--- src/cms_defs.svh ---
/*
 * constants of the can mode and status block: register offsets,
 * field positions, reset values and bit counts.
 * assumes: included by its bare name from the design file.
 */
`ifndef CMS_DEFS_SVH
`define CMS_DEFS_SVH

// ---------------------------------------------------------------
// register byte addresses
// ---------------------------------------------------------------
`define CMS_OFF_MCR        4'h0
`define CMS_OFF_MSR        4'h4
`define CMS_OFF_TSR        4'h8
`define CMS_OFF_RXF        4'hC

// ---------------------------------------------------------------
// master control fields
// ---------------------------------------------------------------
`define CMS_MCR_INIT       0
`define CMS_MCR_SLEEP      1
`define CMS_MCR_TXORD      2
`define CMS_MCR_LOCK       3
`define CMS_MCR_SSHOT      4
`define CMS_MCR_AWAKE      5
`define CMS_MCR_ABOFF      6
`define CMS_MCR_RST        8'h02
`define CMS_MCR_MASK       8'h7F

// ---------------------------------------------------------------
// master status fields
// ---------------------------------------------------------------
`define CMS_MSR_INIT_ACK       0
`define CMS_MSR_SLEEP_ACK       1
`define CMS_MSR_ERROR_EVENT_FLAG       2
`define CMS_MSR_WAKEUP_FLAG       3
`define CMS_MSR_TRAN       4
`define CMS_MSR_RXACT      5
`define CMS_MSR_RST        8'h02

// ---------------------------------------------------------------
// transmit status fields
// ---------------------------------------------------------------
`define CMS_TSR_RQ0        0
`define CMS_TSR_OK0        4
`define CMS_TSR_RST        8'h00

// ---------------------------------------------------------------
// receive fifo / release register fields
// ---------------------------------------------------------------
`define CMS_RXF_RELEASE    5

// ---------------------------------------------------------------
// bus timing counts and receive fifo depth
// ---------------------------------------------------------------
`define CMS_RECESSIVE_RUN  11
`define CMS_BUSOFF_SEQS    128
`define CMS_FIFO_DEPTH     3

`endif

--- src/cms_pkg.sv ---
/*
 * types of the can mode and status block.
 * assumes: nothing beyond a systemverilog compiler.
 */
package cms_pkg;
    // controller operating modes
    typedef enum logic [2:0] {
        CMS_INIT,
        CMS_SYNC,
        CMS_NORMAL,
        CMS_SLEEP,
        CMS_BUSOFF
    } cms_mode_e;
endpackage : cms_pkg

--- src/cms_can_mode_status.sv ---
/*
 * mode control and status registers of a can controller: init and
 * sleep handshakes, bus-off recovery, wake-up, tx/rx policy outputs,
 * event flags and per-mailbox completion flags, on classic wishbone.
 * assumes: CAN_RX and BIT_TICK synchronous to REF_CLK; the protocol
 * engine reports frames, errors and mailbox completions as pulses.
 */
// Chosen here: the Wishbone slave port and the placing of the registers.
`timescale 1ns/1ps
`include "cms_defs.svh"

module cms_can_mode_status (
    input  wire logic       REF_CLK,      // 25 mhz system clock
    input  wire logic       RESETN,       // synchronous, active low
    input  wire logic [3:0] WB_ADR_I,     // byte address
    input  wire logic [7:0] WB_DAT_I,     // write data
    output logic      [7:0] WB_DAT_O,     // read data
    input  wire logic       WB_WE_I,      // write enable
    input  wire logic       WB_SEL_I,     // byte select
    input  wire logic       WB_STB_I,     // strobe
    input  wire logic       WB_CYC_I,     // cycle
    output logic            WB_ACK_O,     // acknowledge
    input  wire logic       CAN_RX,       // bus receive line
    input  wire logic       BIT_TICK,     // one pulse per bit time
    input  wire logic       FRAME_BUSY,   // frame on the bus
    input  wire logic       RX_ROLE,      // engine is receiver
    input  wire logic       TX_ROLE,      // engine is transmitter
    input  wire logic       SOF_SEEN,     // start of frame pulse
    input  wire logic       BUSOFF_ENTER, // bus-off entry pulse
    input  wire logic [3:0] ERR_SET,      // error status bits set
    input  wire logic [3:0] ERR_IRQ_EN,   // their individual enables
    input  wire logic       ERROR_IRQ_ENABLE, // error irq enable
    input  wire logic       WAKEUP_IRQ_ENABLE, // wake irq enable
    input  wire logic       MSG_STORED,   // filtered message arrived
    input  wire logic [1:0] TX_REQUEST,   // mailbox requested
    input  wire logic [1:0] TX_DONE_OK,   // mailbox sent fine
    input  wire logic [1:0] TX_DONE_ANY,  // transmit/abort finished
    output logic            CAN_ACTIVE,   // normal mode, may use bus
    output logic            SINGLE_SHOT_TX,
    output logic            TX_ORDER_BY_REQUEST,
    output logic            RETRY_ALLOWED,   // resend after failure
    output logic            FIFO_WRITE,      // store arriving message
    output logic            FIFO_OVERWRITE,  // replace newest slot
    output logic [1:0]      RX_PENDING_COUNT,
    output logic            STATUS_IRQ       // status-change interrupt
);

    // -----------------------------------------------------------
    // state
    // -----------------------------------------------------------
    cms_pkg::cms_mode_e mode;          // operating mode
    logic [6:0]  ctrl;                 // master control bits 6:0
    logic        wakeup_flag;          // sticky wake event
    logic        error_event_flag;     // sticky error event
    logic [1:0]  tx_success;           // per mailbox success
    logic [1:0]  request_done;         // per mailbox completion
    logic [3:0]  rec_run;              // recessive bit run length
    logic [7:0]  seq_cnt;              // bus-off recovery runs
    logic [1:0]  pending;              // messages in fifo

    logic        bus_wr;               // write accepted this cycle
    logic        bus_req;              // request presented
    logic        run_done;             // eleven recessive bits seen
    logic        wake_auto;            // automatic wake event
    logic [7:0]  wdat;                 // write data, taken straight from WB_DAT_I
    logic        release_req;          // fifo output release

    // -----------------------------------------------------------
    // address decode helper
    // -----------------------------------------------------------
    function automatic logic hit(input logic [3:0] off);
        hit = bus_wr && (WB_ADR_I == off);
    endfunction : hit

    assign bus_req  = WB_CYC_I && WB_STB_I;
    // a write lands at the edge that sees ack high, while the
    // master still holds the request, never at the taking edge
    assign bus_wr   = bus_req && WB_WE_I && WB_SEL_I && WB_ACK_O;
    assign wdat     = WB_DAT_I;
    assign run_done = BIT_TICK && CAN_RX &&
                      (rec_run == 4'(`CMS_RECESSIVE_RUN - 1));
    // sof wakes only with auto wake set
    assign wake_auto = (mode == cms_pkg::CMS_SLEEP) && SOF_SEEN &&
                       ctrl[`CMS_MCR_AWAKE];
    assign release_req = hit(`CMS_OFF_RXF) &&
                         wdat[`CMS_RXF_RELEASE] && (pending != 2'h0);

    // -----------------------------------------------------------
    // wishbone acknowledge, one wait state
    // -----------------------------------------------------------
    // ack rises one cycle after a request is taken
    always_ff @(posedge REF_CLK) begin
        if (!RESETN) begin
            WB_ACK_O <= 1'b0;
        end else begin
            WB_ACK_O <= bus_req && !WB_ACK_O;
        end
    end

    // -----------------------------------------------------------
    // read data mux, registered
    // -----------------------------------------------------------
    always_ff @(posedge REF_CLK) begin
        if (!RESETN) begin
            WB_DAT_O <= 8'h00;
        end else if (bus_req && !WB_ACK_O) begin
            case (WB_ADR_I)
                `CMS_OFF_MCR: WB_DAT_O <= {1'b0, ctrl};
                // role flags and status, reserved zero
                `CMS_OFF_MSR: WB_DAT_O <= {2'b00, RX_ROLE, TX_ROLE,
                                    wakeup_flag, error_event_flag,
                                    mode == cms_pkg::CMS_SLEEP,
                                    (mode == cms_pkg::CMS_INIT) ||
                                    (mode == cms_pkg::CMS_SYNC)};
                `CMS_OFF_TSR: WB_DAT_O <= {2'b00, tx_success,
                                           2'b00, request_done};
                `CMS_OFF_RXF: WB_DAT_O <= {6'h00, pending};
                default:      WB_DAT_O <= 8'h00;   // unmapped reads 0
            endcase
        end
    end

    // -----------------------------------------------------------
    // master control register
    // -----------------------------------------------------------
    always_ff @(posedge REF_CLK) begin
        if (!RESETN) begin
            ctrl <= 7'(`CMS_MCR_RST);
        end else begin
            if (hit(`CMS_OFF_MCR)) begin
                ctrl <= wdat[6:0];
            end
            if (wake_auto) begin
                ctrl[`CMS_MCR_SLEEP] <= 1'b0;
            end
        end
    end

    // -----------------------------------------------------------
    // recessive run counter, counts bit times of high rx
    // -----------------------------------------------------------
    always_ff @(posedge REF_CLK) begin
        if (!RESETN) begin
            rec_run <= 4'h0;
        end else if (BIT_TICK) begin
            if (!CAN_RX || run_done) begin
                rec_run <= 4'h0;             // dominant or run complete
            end else begin
                rec_run <= rec_run + 4'h1;
            end
        end
    end

    // -----------------------------------------------------------
    // mode sequencer
    // -----------------------------------------------------------
    always_ff @(posedge REF_CLK) begin
        if (!RESETN) begin
            // parks asleep: status 02h, control 02h
            mode    <= cms_pkg::CMS_SLEEP;
            seq_cnt <= 8'h00;
        end else begin
            case (mode)
                cms_pkg::CMS_INIT: begin
                    if (!ctrl[`CMS_MCR_INIT]) begin
                        mode <= cms_pkg::CMS_SYNC;
                    end
                end
                cms_pkg::CMS_SYNC: begin
                    if (ctrl[`CMS_MCR_INIT]) begin
                        mode <= cms_pkg::CMS_INIT;
                    end else if (run_done) begin
                        mode <= cms_pkg::CMS_NORMAL;
                    end
                end
                cms_pkg::CMS_NORMAL: begin
                    if (BUSOFF_ENTER) begin
                        mode    <= cms_pkg::CMS_BUSOFF;
                        seq_cnt <= 8'h00;
                    end else if (ctrl[`CMS_MCR_INIT] && !FRAME_BUSY) begin
                        mode <= cms_pkg::CMS_INIT;
                    end else if (ctrl[`CMS_MCR_SLEEP] && !FRAME_BUSY) begin
                        mode <= cms_pkg::CMS_SLEEP;
                    end
                end
                cms_pkg::CMS_SLEEP: begin
                    if (wake_auto) begin
                        mode <= cms_pkg::CMS_NORMAL;
                    end else if (ctrl[`CMS_MCR_INIT]) begin
                        mode <= cms_pkg::CMS_INIT;
                    end else if (!ctrl[`CMS_MCR_SLEEP]) begin
                        mode <= cms_pkg::CMS_NORMAL;
                    end
                end
                cms_pkg::CMS_BUSOFF: begin
                    if (ctrl[`CMS_MCR_INIT]) begin
                        mode <= cms_pkg::CMS_INIT;
                    end else if (ctrl[`CMS_MCR_ABOFF] && run_done) begin
                        if (seq_cnt == 8'(`CMS_BUSOFF_SEQS - 1)) begin
                            mode <= cms_pkg::CMS_NORMAL;
                        end
                        seq_cnt <= seq_cnt + 8'h01;
                    end
                end
                default: mode <= cms_pkg::CMS_INIT;
            endcase
        end
    end

    // -----------------------------------------------------------
    // master status event flags
    // -----------------------------------------------------------
    always_ff @(posedge REF_CLK) begin
        if (!RESETN) begin
            wakeup_flag      <= 1'b0;
            error_event_flag <= 1'b0;
        end else begin
            if (hit(`CMS_OFF_MSR) && wdat[`CMS_MSR_WAKEUP_FLAG]) begin
                wakeup_flag <= 1'b0;
            end
            if (hit(`CMS_OFF_MSR) && wdat[`CMS_MSR_ERROR_EVENT_FLAG]) begin
                error_event_flag <= 1'b0;
            end
            if ((mode == cms_pkg::CMS_SLEEP) && SOF_SEEN) begin
                wakeup_flag <= 1'b1;
            end
            if (|(ERR_SET & ERR_IRQ_EN)) begin
                error_event_flag <= 1'b1;
            end
        end
    end

    // -----------------------------------------------------------
    // transmit status flags, one slice per mailbox
    // -----------------------------------------------------------
    for (genvar m = 0; m < 2; m++) begin : g_mb
        always_ff @(posedge REF_CLK) begin
            if (!RESETN) begin
                tx_success[m]   <= 1'b0;
                request_done[m] <= 1'b0;
            end else begin
                if (hit(`CMS_OFF_TSR) && wdat[`CMS_TSR_RQ0 + m]) begin
                    request_done[m] <= 1'b0;
                end
                if (TX_REQUEST[m] ||
                    (hit(`CMS_OFF_TSR) && wdat[`CMS_TSR_RQ0 + m])) begin
                    tx_success[m] <= 1'b0;
                end
                // set on finish, wins over clear
                if (TX_DONE_ANY[m] || TX_DONE_OK[m]) begin
                    request_done[m] <= 1'b1;
                end
                if (TX_DONE_OK[m]) begin
                    tx_success[m] <= 1'b1;
                end
            end
        end
    end

    // -----------------------------------------------------------
    // receive fifo pending count
    // -----------------------------------------------------------
    always_ff @(posedge REF_CLK) begin
        if (!RESETN) begin
            pending <= 2'h0;
        // up on store, down on release
        end else if (FIFO_WRITE && !FIFO_OVERWRITE && !release_req) begin
            pending <= pending + 2'h1;
        end else if (release_req && !(FIFO_WRITE && !FIFO_OVERWRITE)) begin
            pending <= pending - 2'h1;
        end
    end

    // -----------------------------------------------------------
    // policy outputs to the protocol engine
    // -----------------------------------------------------------
    assign CAN_ACTIVE          = (mode == cms_pkg::CMS_NORMAL);
    assign SINGLE_SHOT_TX      = ctrl[`CMS_MCR_SSHOT];
    assign RETRY_ALLOWED       = !ctrl[`CMS_MCR_SSHOT];
    assign TX_ORDER_BY_REQUEST = ctrl[`CMS_MCR_TXORD];
    // locked full fifo drops new message
    assign FIFO_WRITE = MSG_STORED &&
        !(ctrl[`CMS_MCR_LOCK] && (pending == 2'(`CMS_FIFO_DEPTH)));
    assign FIFO_OVERWRITE = FIFO_WRITE &&
        (pending == 2'(`CMS_FIFO_DEPTH));
    assign RX_PENDING_COUNT    = pending;

    assign STATUS_IRQ = (wakeup_flag && WAKEUP_IRQ_ENABLE) ||
                        (error_event_flag && ERROR_IRQ_ENABLE);

endmodule : cms_can_mode_status

--- config.mk ---
export PLATFORM = sky130hd
export DESIGN_NAME = cms_can_mode_status
export DESIGN_NICKNAME = d
export VERILOG_FILES = /design/src/cms_pkg.sv /design/src/cms_can_mode_status.sv
export VERILOG_INCLUDE_DIRS = /design/src /design/src/src
export SDC_FILE = /design/constraint.sdc
export NUM_CORES = 1
export LEC_CHECK = 0
export BUFFER_PORTS_ARGS = -buffer_cell sky130_fd_sc_hd__clkbuf_2
export CORE_MARGIN = 2
export CORE_UTILIZATION = 35
export CTS_CLUSTER_SIZE = 40
export DETAILED_ROUTE_END_ITERATION = 7
export MAX_ROUTING_LAYER = met4
export PLACE_DENSITY = 0.63
export SYNTH_ARGS = -nofsm -noshare
export SYNTH_HDL_FRONTEND = slang
export SYNTH_SLANG_ARGS = --single-unit
export TNS_END_PERCENT = 20
--- constraint.sdc ---
create_clock -name REF_CLK -period 5.1 [get_ports REF_CLK]
set_input_delay 1.02 -clock REF_CLK [delete_from_list [all_inputs] [get_ports REF_CLK]]
set_output_delay 1.02 -clock REF_CLK [all_outputs]
set_load 0.03 [all_outputs]
==> impl_metrics.env, run 1 <==
export IMPL_ys_top_cells_by_area="dfxtp_1, nor2_1, mux2i_1, inv_1, a21oi_1"
export IMPL_cp_end_kind="flip-flop"
export IMPL_clockBufferDepth=2
export IMPL_maxSlewViolCount=0
export IMPL_fp_dieW_um=79.8
export IMPL_combPwrFrac=0.122
export IMPL_cts_root_buf="clkbuf_8"
export IMPL_syn2layout_area_growth_pct=20.1
export IMPL_drc=0
export IMPL_tightest_slew_ns=0.673
export IMPL_yosysSeqAreaShare=0.378
export IMPL_cts_clk_slew_worst_paths_ns=0.07
export IMPL_vdd_ir_drop_worst_uv=100
export IMPL_wl_per_cell_um=13.3
export IMPL_io_pins=60
export IMPL_cp_arrival_ns=2.93
export IMPL_crit_end="RX_PENDING_COUNT[1]$_SDFFE_PN0P_"
export IMPL_floorplan_initialDensity=0.363
export IMPL_ys_seq_elements=38
export IMPL_antennaDiodeCount=0
export IMPL_grt_use_total=0.162
export IMPL_antenna_left=0
export IMPL_fin_tns_setup_ns=0
export IMPL_synth_avg_cell_area_um2=8.67
export IMPL_ctsResizeCount=0
export IMPL_nets=331
export IMPL_wirelength_um=4750
export IMPL_syn_inst=232
export IMPL_core_um2=5540
export IMPL_cts_tree="built"
export IMPL_worst_r2r_cell_count=7
export IMPL_first_iter_violations=85
export IMPL_reg2reg_from="WB_ACK_O$_SDFF_PN0_"
export IMPL_syn_area_um2=2010
export IMPL_status="finished, final reports clean"
export IMPL_fp_dieArea_um2=6370
export IMPL_postCtsSetupBuffers=0
export IMPL_hold_buffers=0
export IMPL_grt_pass1_wl_um=7850
export IMPL_yosysTopAreaCell="dfxtp_1"
export IMPL_syn_nets=278
export IMPL_synth_edf_count=0
export IMPL_seqCellArea_um2=761
export IMPL_max_freq_ghz=0.366
export IMPL_period_needed_ns=2.73
export IMPL_worstHoldStart="seq_cnt[5]$_SDFFE_PN0P_"
export IMPL_viasPerCell=5.24
export IMPL_clock_sinks=38
export IMPL_grt_pass1_vias=1682
export IMPL_die_h_um=79.8
export IMPL_clockPowerShare=0.347
export IMPL_critPathLaunchType="input pin"
export IMPL_p_sw_mw=0.149
export IMPL_ff2ff_setup_slack_ns=3.20
export IMPL_multiInputGateArea_um2=1130
export IMPL_gp_congestion=0.749
export IMPL_path_max_fanout=10
export IMPL_cts_buffers_inserted=5
export IMPL_intPower_mw=0.439
export IMPL_layout_drive_gt1_share=0.282
export IMPL_final_cell_mix="clkbuf_2, dfxtp_1, nor2_1, inv_1, a21oi_1"
export IMPL_grt_max_degree=20
export IMPL_antenna_found_initial=0
export IMPL_ys_flop_type="dfxtp_1"
export IMPL_fillers=579
export IMPL_p_seq_frac=0.531
export IMPL_relSlewSlack=0.550
export IMPL_dp_hpwl_um=3580
export IMPL_crit_path_start="WB_ADR_I[3]"
export IMPL_fin_area_um2=2410
export IMPL_vias=1864
export IMPL_grt_setup_unrepaired="false"
export IMPL_placed_area_um2=2330
export IMPL_hold_viol=0
export IMPL_ys_warn_count=0
export IMPL_htree_levels=2
export IMPL_num_rows=27
export IMPL_first_pass_iters=6
export IMPL_ys_types=60
export IMPL_period_share=0.535
export IMPL_p_leak_nw=1.01
export IMPL_synth_top_area_frac=0.378
export IMPL_power_density_nw_per_um2=244
export IMPL_gr_total_overflow=0
export IMPL_r2r_end="RX_PENDING_COUNT[1]$_SDFFE_PN0P_"
export IMPL_ys_async_sr_fraction=0
export IMPL_finalClockSkew_ns=0.00384
export IMPL_final_common_cell="clkbuf_2"
export IMPL_setup_viol=0
export IMPL_clock_latency_ns=0.28
export IMPL_critPathKind="in -> reg"
export IMPL_swShare=0.254
export IMPL_hp_class="reg -> reg"
export IMPL_io_buffers=57
export IMPL_cp_data_required_time_ns=5.30
export IMPL_cap_violations=0
-- cells in the mapped netlist (3+ instances only) --
| cell | n |
|---|---|
| nor2b_1 | 3 |
| a21oi_1 | 12 |
| or3_1 | 5 |
| inv_1 | 17 |
| nor3_1 | 4 |
| xor2_1 | 4 |
| clkbuf_1 | 7 |
| nand3_1 | 4 |
| mux2i_1 | 9 |
| ha_1 | 4 |
| o21ai_0 | 11 |
| nand2_1 | 10 |
| a31oi_1 | 4 |
| dfxtp_1 | 38 |
| or2_2 | 5 |
| a22oi_1 | 7 |
| a211oi_1 | 4 |
| nand4_1 | 5 |
| nor2_1 | 26 |
-- final cells by class --
class                      count  area share
clock buffer                   6      0.0342
inverter                      18      0.0280
multi-input combinational    165       0.467
sequential                    38       0.315
tap                           72      0.0373
timing repair buffer          57       0.118
-- power groups by stage --
| stage | Sequential, mW | Combinational, mW | Clock [mW] |
|---|---|---|---|
| global route | 0.315 | 0.0791 | 0.225 |
| global placement | 0.319 | 0.0704 | 0 |
| finish | 0.313 | 0.0716 | 0.204 |
| CTS | 0.312 | 0.0718 | 0.211 |
| detailed placement | 0.319 | 0.0713 | 0 |
| floorplan | 0.321 | 0.0407 | 0 |
-- flip-flops by register name, indices dropped and copies added (netlist names) --
register,cells
error_event_flag,1
seq_cnt,8
RX_PENDING_COUNT,2
WB_DAT_O,7
ctrl,7
rec_run,4
request_done,2
mode,3
WB_ACK_O,1
tx_success,2
wakeup_flag,1
-- per-layer routing --
layer | track usage | wire (um) | vias up
met4 | 0.0695 | 81 | 0
met2 | 0.234 | 2150 | 42
met3 | 0.0351 | 166 | 6
li1 | - | - | 946
met5 | - | 0 | -
met1 | 0.219 | 2350 | 870
-- critical path, stage by stage --
cell	delay, ns
clkbuf_2	0.21
nor3b_1	0.60
o2111ai_1	0.22
ha_1	0.36
or3_1	0.38
a21oi_1	0.14
-- how the worst min path moves through the flow --
stage	end	cells after the start
global placement	seq_cnt[5]$_SDFFE_PN0P_	2
global route	seq_cnt[5]$_SDFFE_PN0P_	2
CTS	seq_cnt[5]$_SDFFE_PN0P_	2
detailed placement	seq_cnt[5]$_SDFFE_PN0P_	2
floorplan	seq_cnt[5]$_SDFFE_PN0P_	2
finish	seq_cnt[5]$_SDFFE_PN0P_	2
-- kinds of logic (layout without fill, tap and decap cells) --
| logic type | count (synthesis) | after routing | synth area share |
|---|---|---|---|
| compound gates | 60 | 60 | 0.201 |
| xor+xnor | 6 | 6 | 0.0261 |
| fa+ha+maj | 4 | 4 | 0.0249 |
| buf+inv | 29 | 81 | 0.0604 |
| flops | 38 | 38 | 0.378 |
| mux | 12 | 12 | 0.0691 |
| other cells | 1 | 1 | 0.00187 |
| simple gates | 82 | 82 | 0.238 |
-- through the flow --
step           cells  hold slack [ns]  power (mW)  worst slack, ns  utilization
6_report         356            0.487       0.588             2.37        0.436
5_1_grt          356            0.525       0.618             2.30        0.436
4_1_cts          356            0.486       0.596             2.41        0.436
3_5_place_dp     350            0.475       0.391             2.11        0.421
3_3_place_gp     350            0.469       0.390             2.16        0.421
2_1_floorplan    232            0.458       0.362             2.33            -
Power figures use the tool's default switching activity.
==> inputs of run 2 (changes only) <==
==> constraint.sdc (replaced) <==
create_clock -name REF_CLK -period 2.58 [get_ports REF_CLK]
set_input_delay 0.516 -clock REF_CLK [delete_from_list [all_inputs] [get_ports REF_CLK]]
set_output_delay 0.516 -clock REF_CLK [all_outputs]
set_load 0.03 [all_outputs]
==> run 2 against run 1 <==
Critical path depth increased by 2. Combinational power increased by 100%. Worst hold slack got worse by 0.047 ns. Register-to-register slack got worse by 2.5 ns. First-iteration DRC count increased by 12%. Largest power group unchanged.
==> impl_metrics.env, run 2 (same netlist as run 1, synthesis figures left out) <==
export IMPL_status="finished, final reports clean"
export IMPL_critPathKind="in -> reg"
export IMPL_cp_end_kind="flip-flop"
export IMPL_worst_r2r_cell_count=7
export IMPL_setup_viol=0
export IMPL_cts_clk_slew_worst_paths_ns=0.08
export IMPL_vdd_ir_drop_worst_uv=308
export IMPL_fin_area_um2=2460
export IMPL_clock_latency_ns=0.29
export IMPL_final_cell_mix="clkbuf_2, dfxtp_1, nor2_1, inv_1, a21oi_1"
export IMPL_num_rows=27
export IMPL_gr_total_overflow=0
export IMPL_use_met3=0.0339
export IMPL_worstHoldStart="TX_DONE_ANY[1]"
export IMPL_vias=1837
export IMPL_p_leak_nw=1.04
export IMPL_htree_levels=2
export IMPL_fillers=575
export IMPL_die_h_um=79.8
export IMPL_floorplan_initialDensity=0.363
export IMPL_period_share=0.772
export IMPL_top_usage_layer="met2"
export IMPL_gp_congestion=0.792
export IMPL_period_needed_ns=1.99
export IMPL_max_stage_delay_ns=0.38
export IMPL_cts_root_buf="clkbuf_8"
export IMPL_max_freq_ghz=0.502
export IMPL_grt_use_total=0.163
export IMPL_antenna_left=0
export IMPL_syn2layout_area_growth_pct=22.5
export IMPL_placed_area_um2=2350
export IMPL_cp_arrival_ns=2.22
export IMPL_critPathSlowestCell="or2_2"
export IMPL_hold_buffers=0
export IMPL_multiInputGateArea_um2=1130
export IMPL_fin_tns_setup_ns=0
export IMPL_use_met1=0.223
export IMPL_antenna_found_initial=0
export IMPL_critPathLaunchType="input pin"
export IMPL_layout_drive_gt1_share=0.294
export IMPL_largest_reg_flops=8
export IMPL_whs_path_depth=2
export IMPL_fin_util=0.445
export IMPL_tightest_slew_ns=0.523
export IMPL_dp_hpwl_um=3600
export IMPL_first_pass_iters=4
export IMPL_fp_dieW_um=79.8
export IMPL_cts_tree="built"
export IMPL_path_cells="clkbuf_2, nand4_1, or2_2, inv_1, o2111ai_1, ha_1, or3_1, a21oi_1"
export IMPL_maxSlewViolCount=0
export IMPL_viasPerCell=5.09
export IMPL_grt_util_met2=0.239
export IMPL_hold_viol=0
export IMPL_io_buffers=57
export IMPL_reg_largest_list="seq_cnt x8, WB_DAT_O x7, ctrl x7"
export IMPL_relSlewSlack=0.651
export IMPL_finalClockSkew_ns=0.00533
export IMPL_final_common_cell="clkbuf_2"
export IMPL_cts_buffers_inserted=5
export IMPL_clock_sinks=38
export IMPL_seqCellArea_um2=761
export IMPL_drc=0
export IMPL_cap_violations=0
export IMPL_path_max_fanout=3
export IMPL_clockBufferDepth=2
export IMPL_grt_pass1_wl_um=7900
export IMPL_wl_per_cell_um=13.0
export IMPL_core_um2=5540
export IMPL_power_mw=1.26
export IMPL_postCtsSetupBuffers=0
export IMPL_cp_data_required_time_ns=2.81
export IMPL_hp_class="in -> reg"
export IMPL_power_density_nw_per_um2=513
export IMPL_io_pins=60
export IMPL_nets=334
export IMPL_first_iter_violations=95
export IMPL_crit_path_start="WB_CYC_I"
export IMPL_reg2reg_from="WB_ACK_O$_SDFF_PN0_"
export IMPL_grt_pass1_vias=1669
export IMPL_grt_setup_unrepaired="false"
export IMPL_ff2ff_setup_slack_ns=0.74
export IMPL_ctsResizeCount=0
export IMPL_fp_dieArea_um2=6370
export IMPL_largest_register="seq_cnt"
export IMPL_antennaDiodeCount=0
export IMPL_wirelength_um=4700
export IMPL_grt_max_degree=19
==> run 2: through the flow <==
stage          hold slack [ns]  setup WS [ns]  std cells
2_1_floorplan            0.458          0.406        232
3_3_place_gp             0.471          0.323        353
3_5_place_dp             0.482          0.276        353
4_1_cts                  0.436          0.601        361
5_1_grt                  0.461          0.446        361
6_report                 0.440          0.589        361
==> run 2: worst max-delay path: cells and delay by family <==
family,cells,cell delay [ns]
buf+inv,2,0.16
fa+ha+maj,1,0.34
simple gates,3,0.95
compound gates,2,0.26
==> run 2: worst paths after layout <==
| path | to |
|---|---|
| min reg2reg | seq_cnt[6]$_SDFFE_PN0P_ |
| min | request_done[1]$_SDFFE_PN0P_ |
| max | RX_PENDING_COUNT[1]$_SDFFE_PN0P_ |
| max reg2reg | RX_PENDING_COUNT[1]$_SDFFE_PN0P_ |
==> run 2: per-layer routing <==
layer	wire [um]	vias to the layer above
li1	-	953
met1	2350	844
met2	2130	33
met3	146	7
met4	72	0
met5	0	-
==> run 2: cell type report <==
cell class              count  share of cell area
inverters                  18              0.0274
repair buffers             60               0.125
flip-flops and latches     38               0.309
well taps                  72              0.0366
multi-input cells         165               0.458
clock inverters             3              0.0163
clock buffers               5              0.0279
==> run 2: power breakdown <==
group          switching, mW  total [mW]  internal, mW
Clock                  0.217       0.502         0.285
Combinational         0.0811       0.144        0.0632
Sequential            0.0163       0.617         0.601
Total                  0.315        1.26         0.949
==> inputs of run 3 (changes only) <==
--- a/config.mk
+++ b/config.mk
@@ -12,7 +12,7 @@
 export CTS_CLUSTER_SIZE = 40
 export DETAILED_ROUTE_END_ITERATION = 7
 export MAX_ROUTING_LAYER = met4
-export PLACE_DENSITY = 0.63
+export PLACE_DENSITY = 0.65
 export SYNTH_ARGS = -nofsm -noshare
 export SYNTH_HDL_FRONTEND = slang
 export SYNTH_SLANG_ARGS = --single-unit
==> constraint.sdc (replaced) <==
create_clock -name REF_CLK -period 1.8 [get_ports REF_CLK]
set_input_delay 0.36 -clock REF_CLK [delete_from_list [all_inputs] [get_ports REF_CLK]]
set_output_delay 0.36 -clock REF_CLK [all_outputs]
set_load 0.03 [all_outputs]
==> run 3 against run 2 <==
Non-clock buffer count increased by 10. Sequential share of layout area decreased by 1.2 points. Die area unchanged. Clock-buffer cell count increased by 1. Sequential power increased by 44%. Wire length decreased by 0.68%. Critical path depth decreased by 1. Largest power group unchanged.
==> impl_metrics.env, run 3 (same netlist as run 1, synthesis figures left out) <==
export IMPL_status="finished, final reports clean"
export IMPL_final_common_cell="clkbuf_2"
export IMPL_critPathSlowestCell="or3_1"
export IMPL_placedCellCount=363
export IMPL_fillers=551
export IMPL_io_pins=60
export IMPL_swShare=0.237
export IMPL_multiInputGateArea_um2=1150
export IMPL_cap_violations=0
export IMPL_hp_class="in -> reg"
export IMPL_crit_buf_inv=1
export IMPL_max_stage_delay_ns=0.37
export IMPL_finalClockSkew_ns=0.00851
export IMPL_grt_use_total=0.162
export IMPL_max_freq_ghz=0.598
export IMPL_critPathLaunchType="flip-flop"
export IMPL_period_share=0.929
export IMPL_syn2layout_area_growth_pct=27.8
export IMPL_period_needed_ns=1.67
export IMPL_cts_root_buf="clkbuf_8"
export IMPL_gp_congestion=0.853
export IMPL_grt_pass1_wl_um=7870
export IMPL_cts_buffers_inserted=5
export IMPL_largest_reg_flops=8
export IMPL_cp_data_required_time_ns=2.02
export IMPL_cts_tree="built"
export IMPL_p_sw_mw=0.436
export IMPL_dp_hpwl_um=3660
export IMPL_antennaDiodeCount=0
export IMPL_die_h_um=79.8
export IMPL_gr_total_overflow=0
export IMPL_core_um2=5540
export IMPL_first_iter_violations=63
export IMPL_final_cell_mix="clkbuf_2, dfxtp_1, nor2_1, inv_1, buf_4"
export IMPL_floorplan_initialDensity=0.363
export IMPL_setup_viol=0
export IMPL_cts_clk_slew_worst_paths_ns=0.08
export IMPL_num_rows=27
export IMPL_intPower_mw=1.40
export IMPL_fin_worst_hold_slack_ns=0.280
export IMPL_io_buffers=57
export IMPL_seqCellArea_um2=763
export IMPL_nets=344
export IMPL_antenna_found_initial=0
export IMPL_hold_buffers=0
export IMPL_drc=0
export IMPL_grt_setup_unrepaired="true"
export IMPL_clock_sinks=38
export IMPL_fin_cells=370
export IMPL_hold_viol=0
export IMPL_wirelength_um=4670
export IMPL_p_seq_frac=0.482
export IMPL_critPathKind="reg -> reg"
export IMPL_layout_drive_gt1_share=0.342
export IMPL_maxSlewViolCount=0
export IMPL_critical_path_top_delay_family="simple AND/OR/NAND/NOR gates"
export IMPL_combPwrFrac=0.117
export IMPL_path_cells="nand2_1, or2_4, inv_2, o2111ai_1, ha_2, or3_1, a21oi_1"
export IMPL_fp_dieW_um=79.8
export IMPL_path_max_fanout=4
export IMPL_clock_latency_ns=0.29
export IMPL_vdd_ir_drop_worst_uv=372
export IMPL_htree_levels=2
export IMPL_wl_per_cell_um=12.6
export IMPL_cp_arrival_ns=1.89
export IMPL_cp_end_kind="flip-flop"
export IMPL_postCtsSetupBuffers=0
export IMPL_power_density_nw_per_um2=716
export IMPL_antenna_left=0
export IMPL_clockPowerShare=0.401
export IMPL_clockBufferDepth=2
export IMPL_vias=1890
export IMPL_first_pass_iters=4
export IMPL_grt_max_degree=14
export IMPL_grt_pass1_vias=1735
export IMPL_p_leak_nw=1.09
export IMPL_fp_dieArea_um2=6370
export IMPL_largest_register="seq_cnt"
export IMPL_power_mw=1.84
export IMPL_reg_largest_list="seq_cnt x8, WB_DAT_O x7, ctrl x7"
export IMPL_viasPerCell=5.11
[run 3: cell types whose count changed in the layout (fill, tap and decap cells not counted), sizes merged]
cell | before | now
buf | 3 | 13
clkinv | 3 | 1
clkbuf | 62 | 63
[run 3: area by class of cell]
cell class	count	area share
clock buffer	6	0.0321
clock inverter	1	0.0117
inverter	18	0.0263
multi-input combinational	165	0.449
sequential	38	0.297
tap	72	0.0351
timing repair buffer	70	0.149
[run 3: worst paths after layout]
kind	startpoint	end	slack (ns)	depth (start not counted)
setup / recovery	WB_ACK_O$_SDFF_PN0_	RX_PENDING_COUNT[1]$_SDFFE_PN0P_	0.13	7
hold / removal	TX_DONE_ANY[0]	request_done[0]$_SDFFE_PN0P_	0.28	2
setup reg to reg	WB_ACK_O$_SDFF_PN0_	RX_PENDING_COUNT[1]$_SDFFE_PN0P_	0.13	7
hold reg to reg	seq_cnt[5]$_SDFFE_PN0P_	seq_cnt[5]$_SDFFE_PN0P_	0.49	2
[run 3: stage by stage]
stage | util | setup TNS, ns | cell area (um^2) | worst slack [ns]
final | 0.464 | 0 | 2570 | 0.127
after floorplan | - | -0.0642 | 2040 | -0.0450
after global routing | 0.464 | -0.00759 | 2570 | -0.00759
after detailed placement | 0.442 | -0.108 | 2450 | -0.108
after CTS | 0.462 | 0 | 2560 | 0.0344
after global placement | 0.442 | -0.0406 | 2450 | -0.0406
[run 3: per-layer routing]
metal  vias to the layer above  global-route usage  share of wire
met5                         -                   -              0
met4                         0              0.0661          0.019
met3                         6              0.0294          0.044
met2                        41               0.252           0.46
met1                       869               0.209           0.48
li1                        974                   -              -
[run 3: power by group through the flow]
stage	logic, mW	clock network, mW	registers (mW)
floorplan	0.118	0	0.911
global placement	0.213	0	0.905
detailed placement	0.216	0	0.906
CTS	0.216	0.763	0.887
global route	0.238	0.808	0.891
finish	0.214	0.737	0.887
[run 3: what timing repair did]
item / in CTS / in global routing
resized for setup: 0 / 3
endpoints found under the hold margin: 0 / 0
setup endpoints to repair: 0 / 10
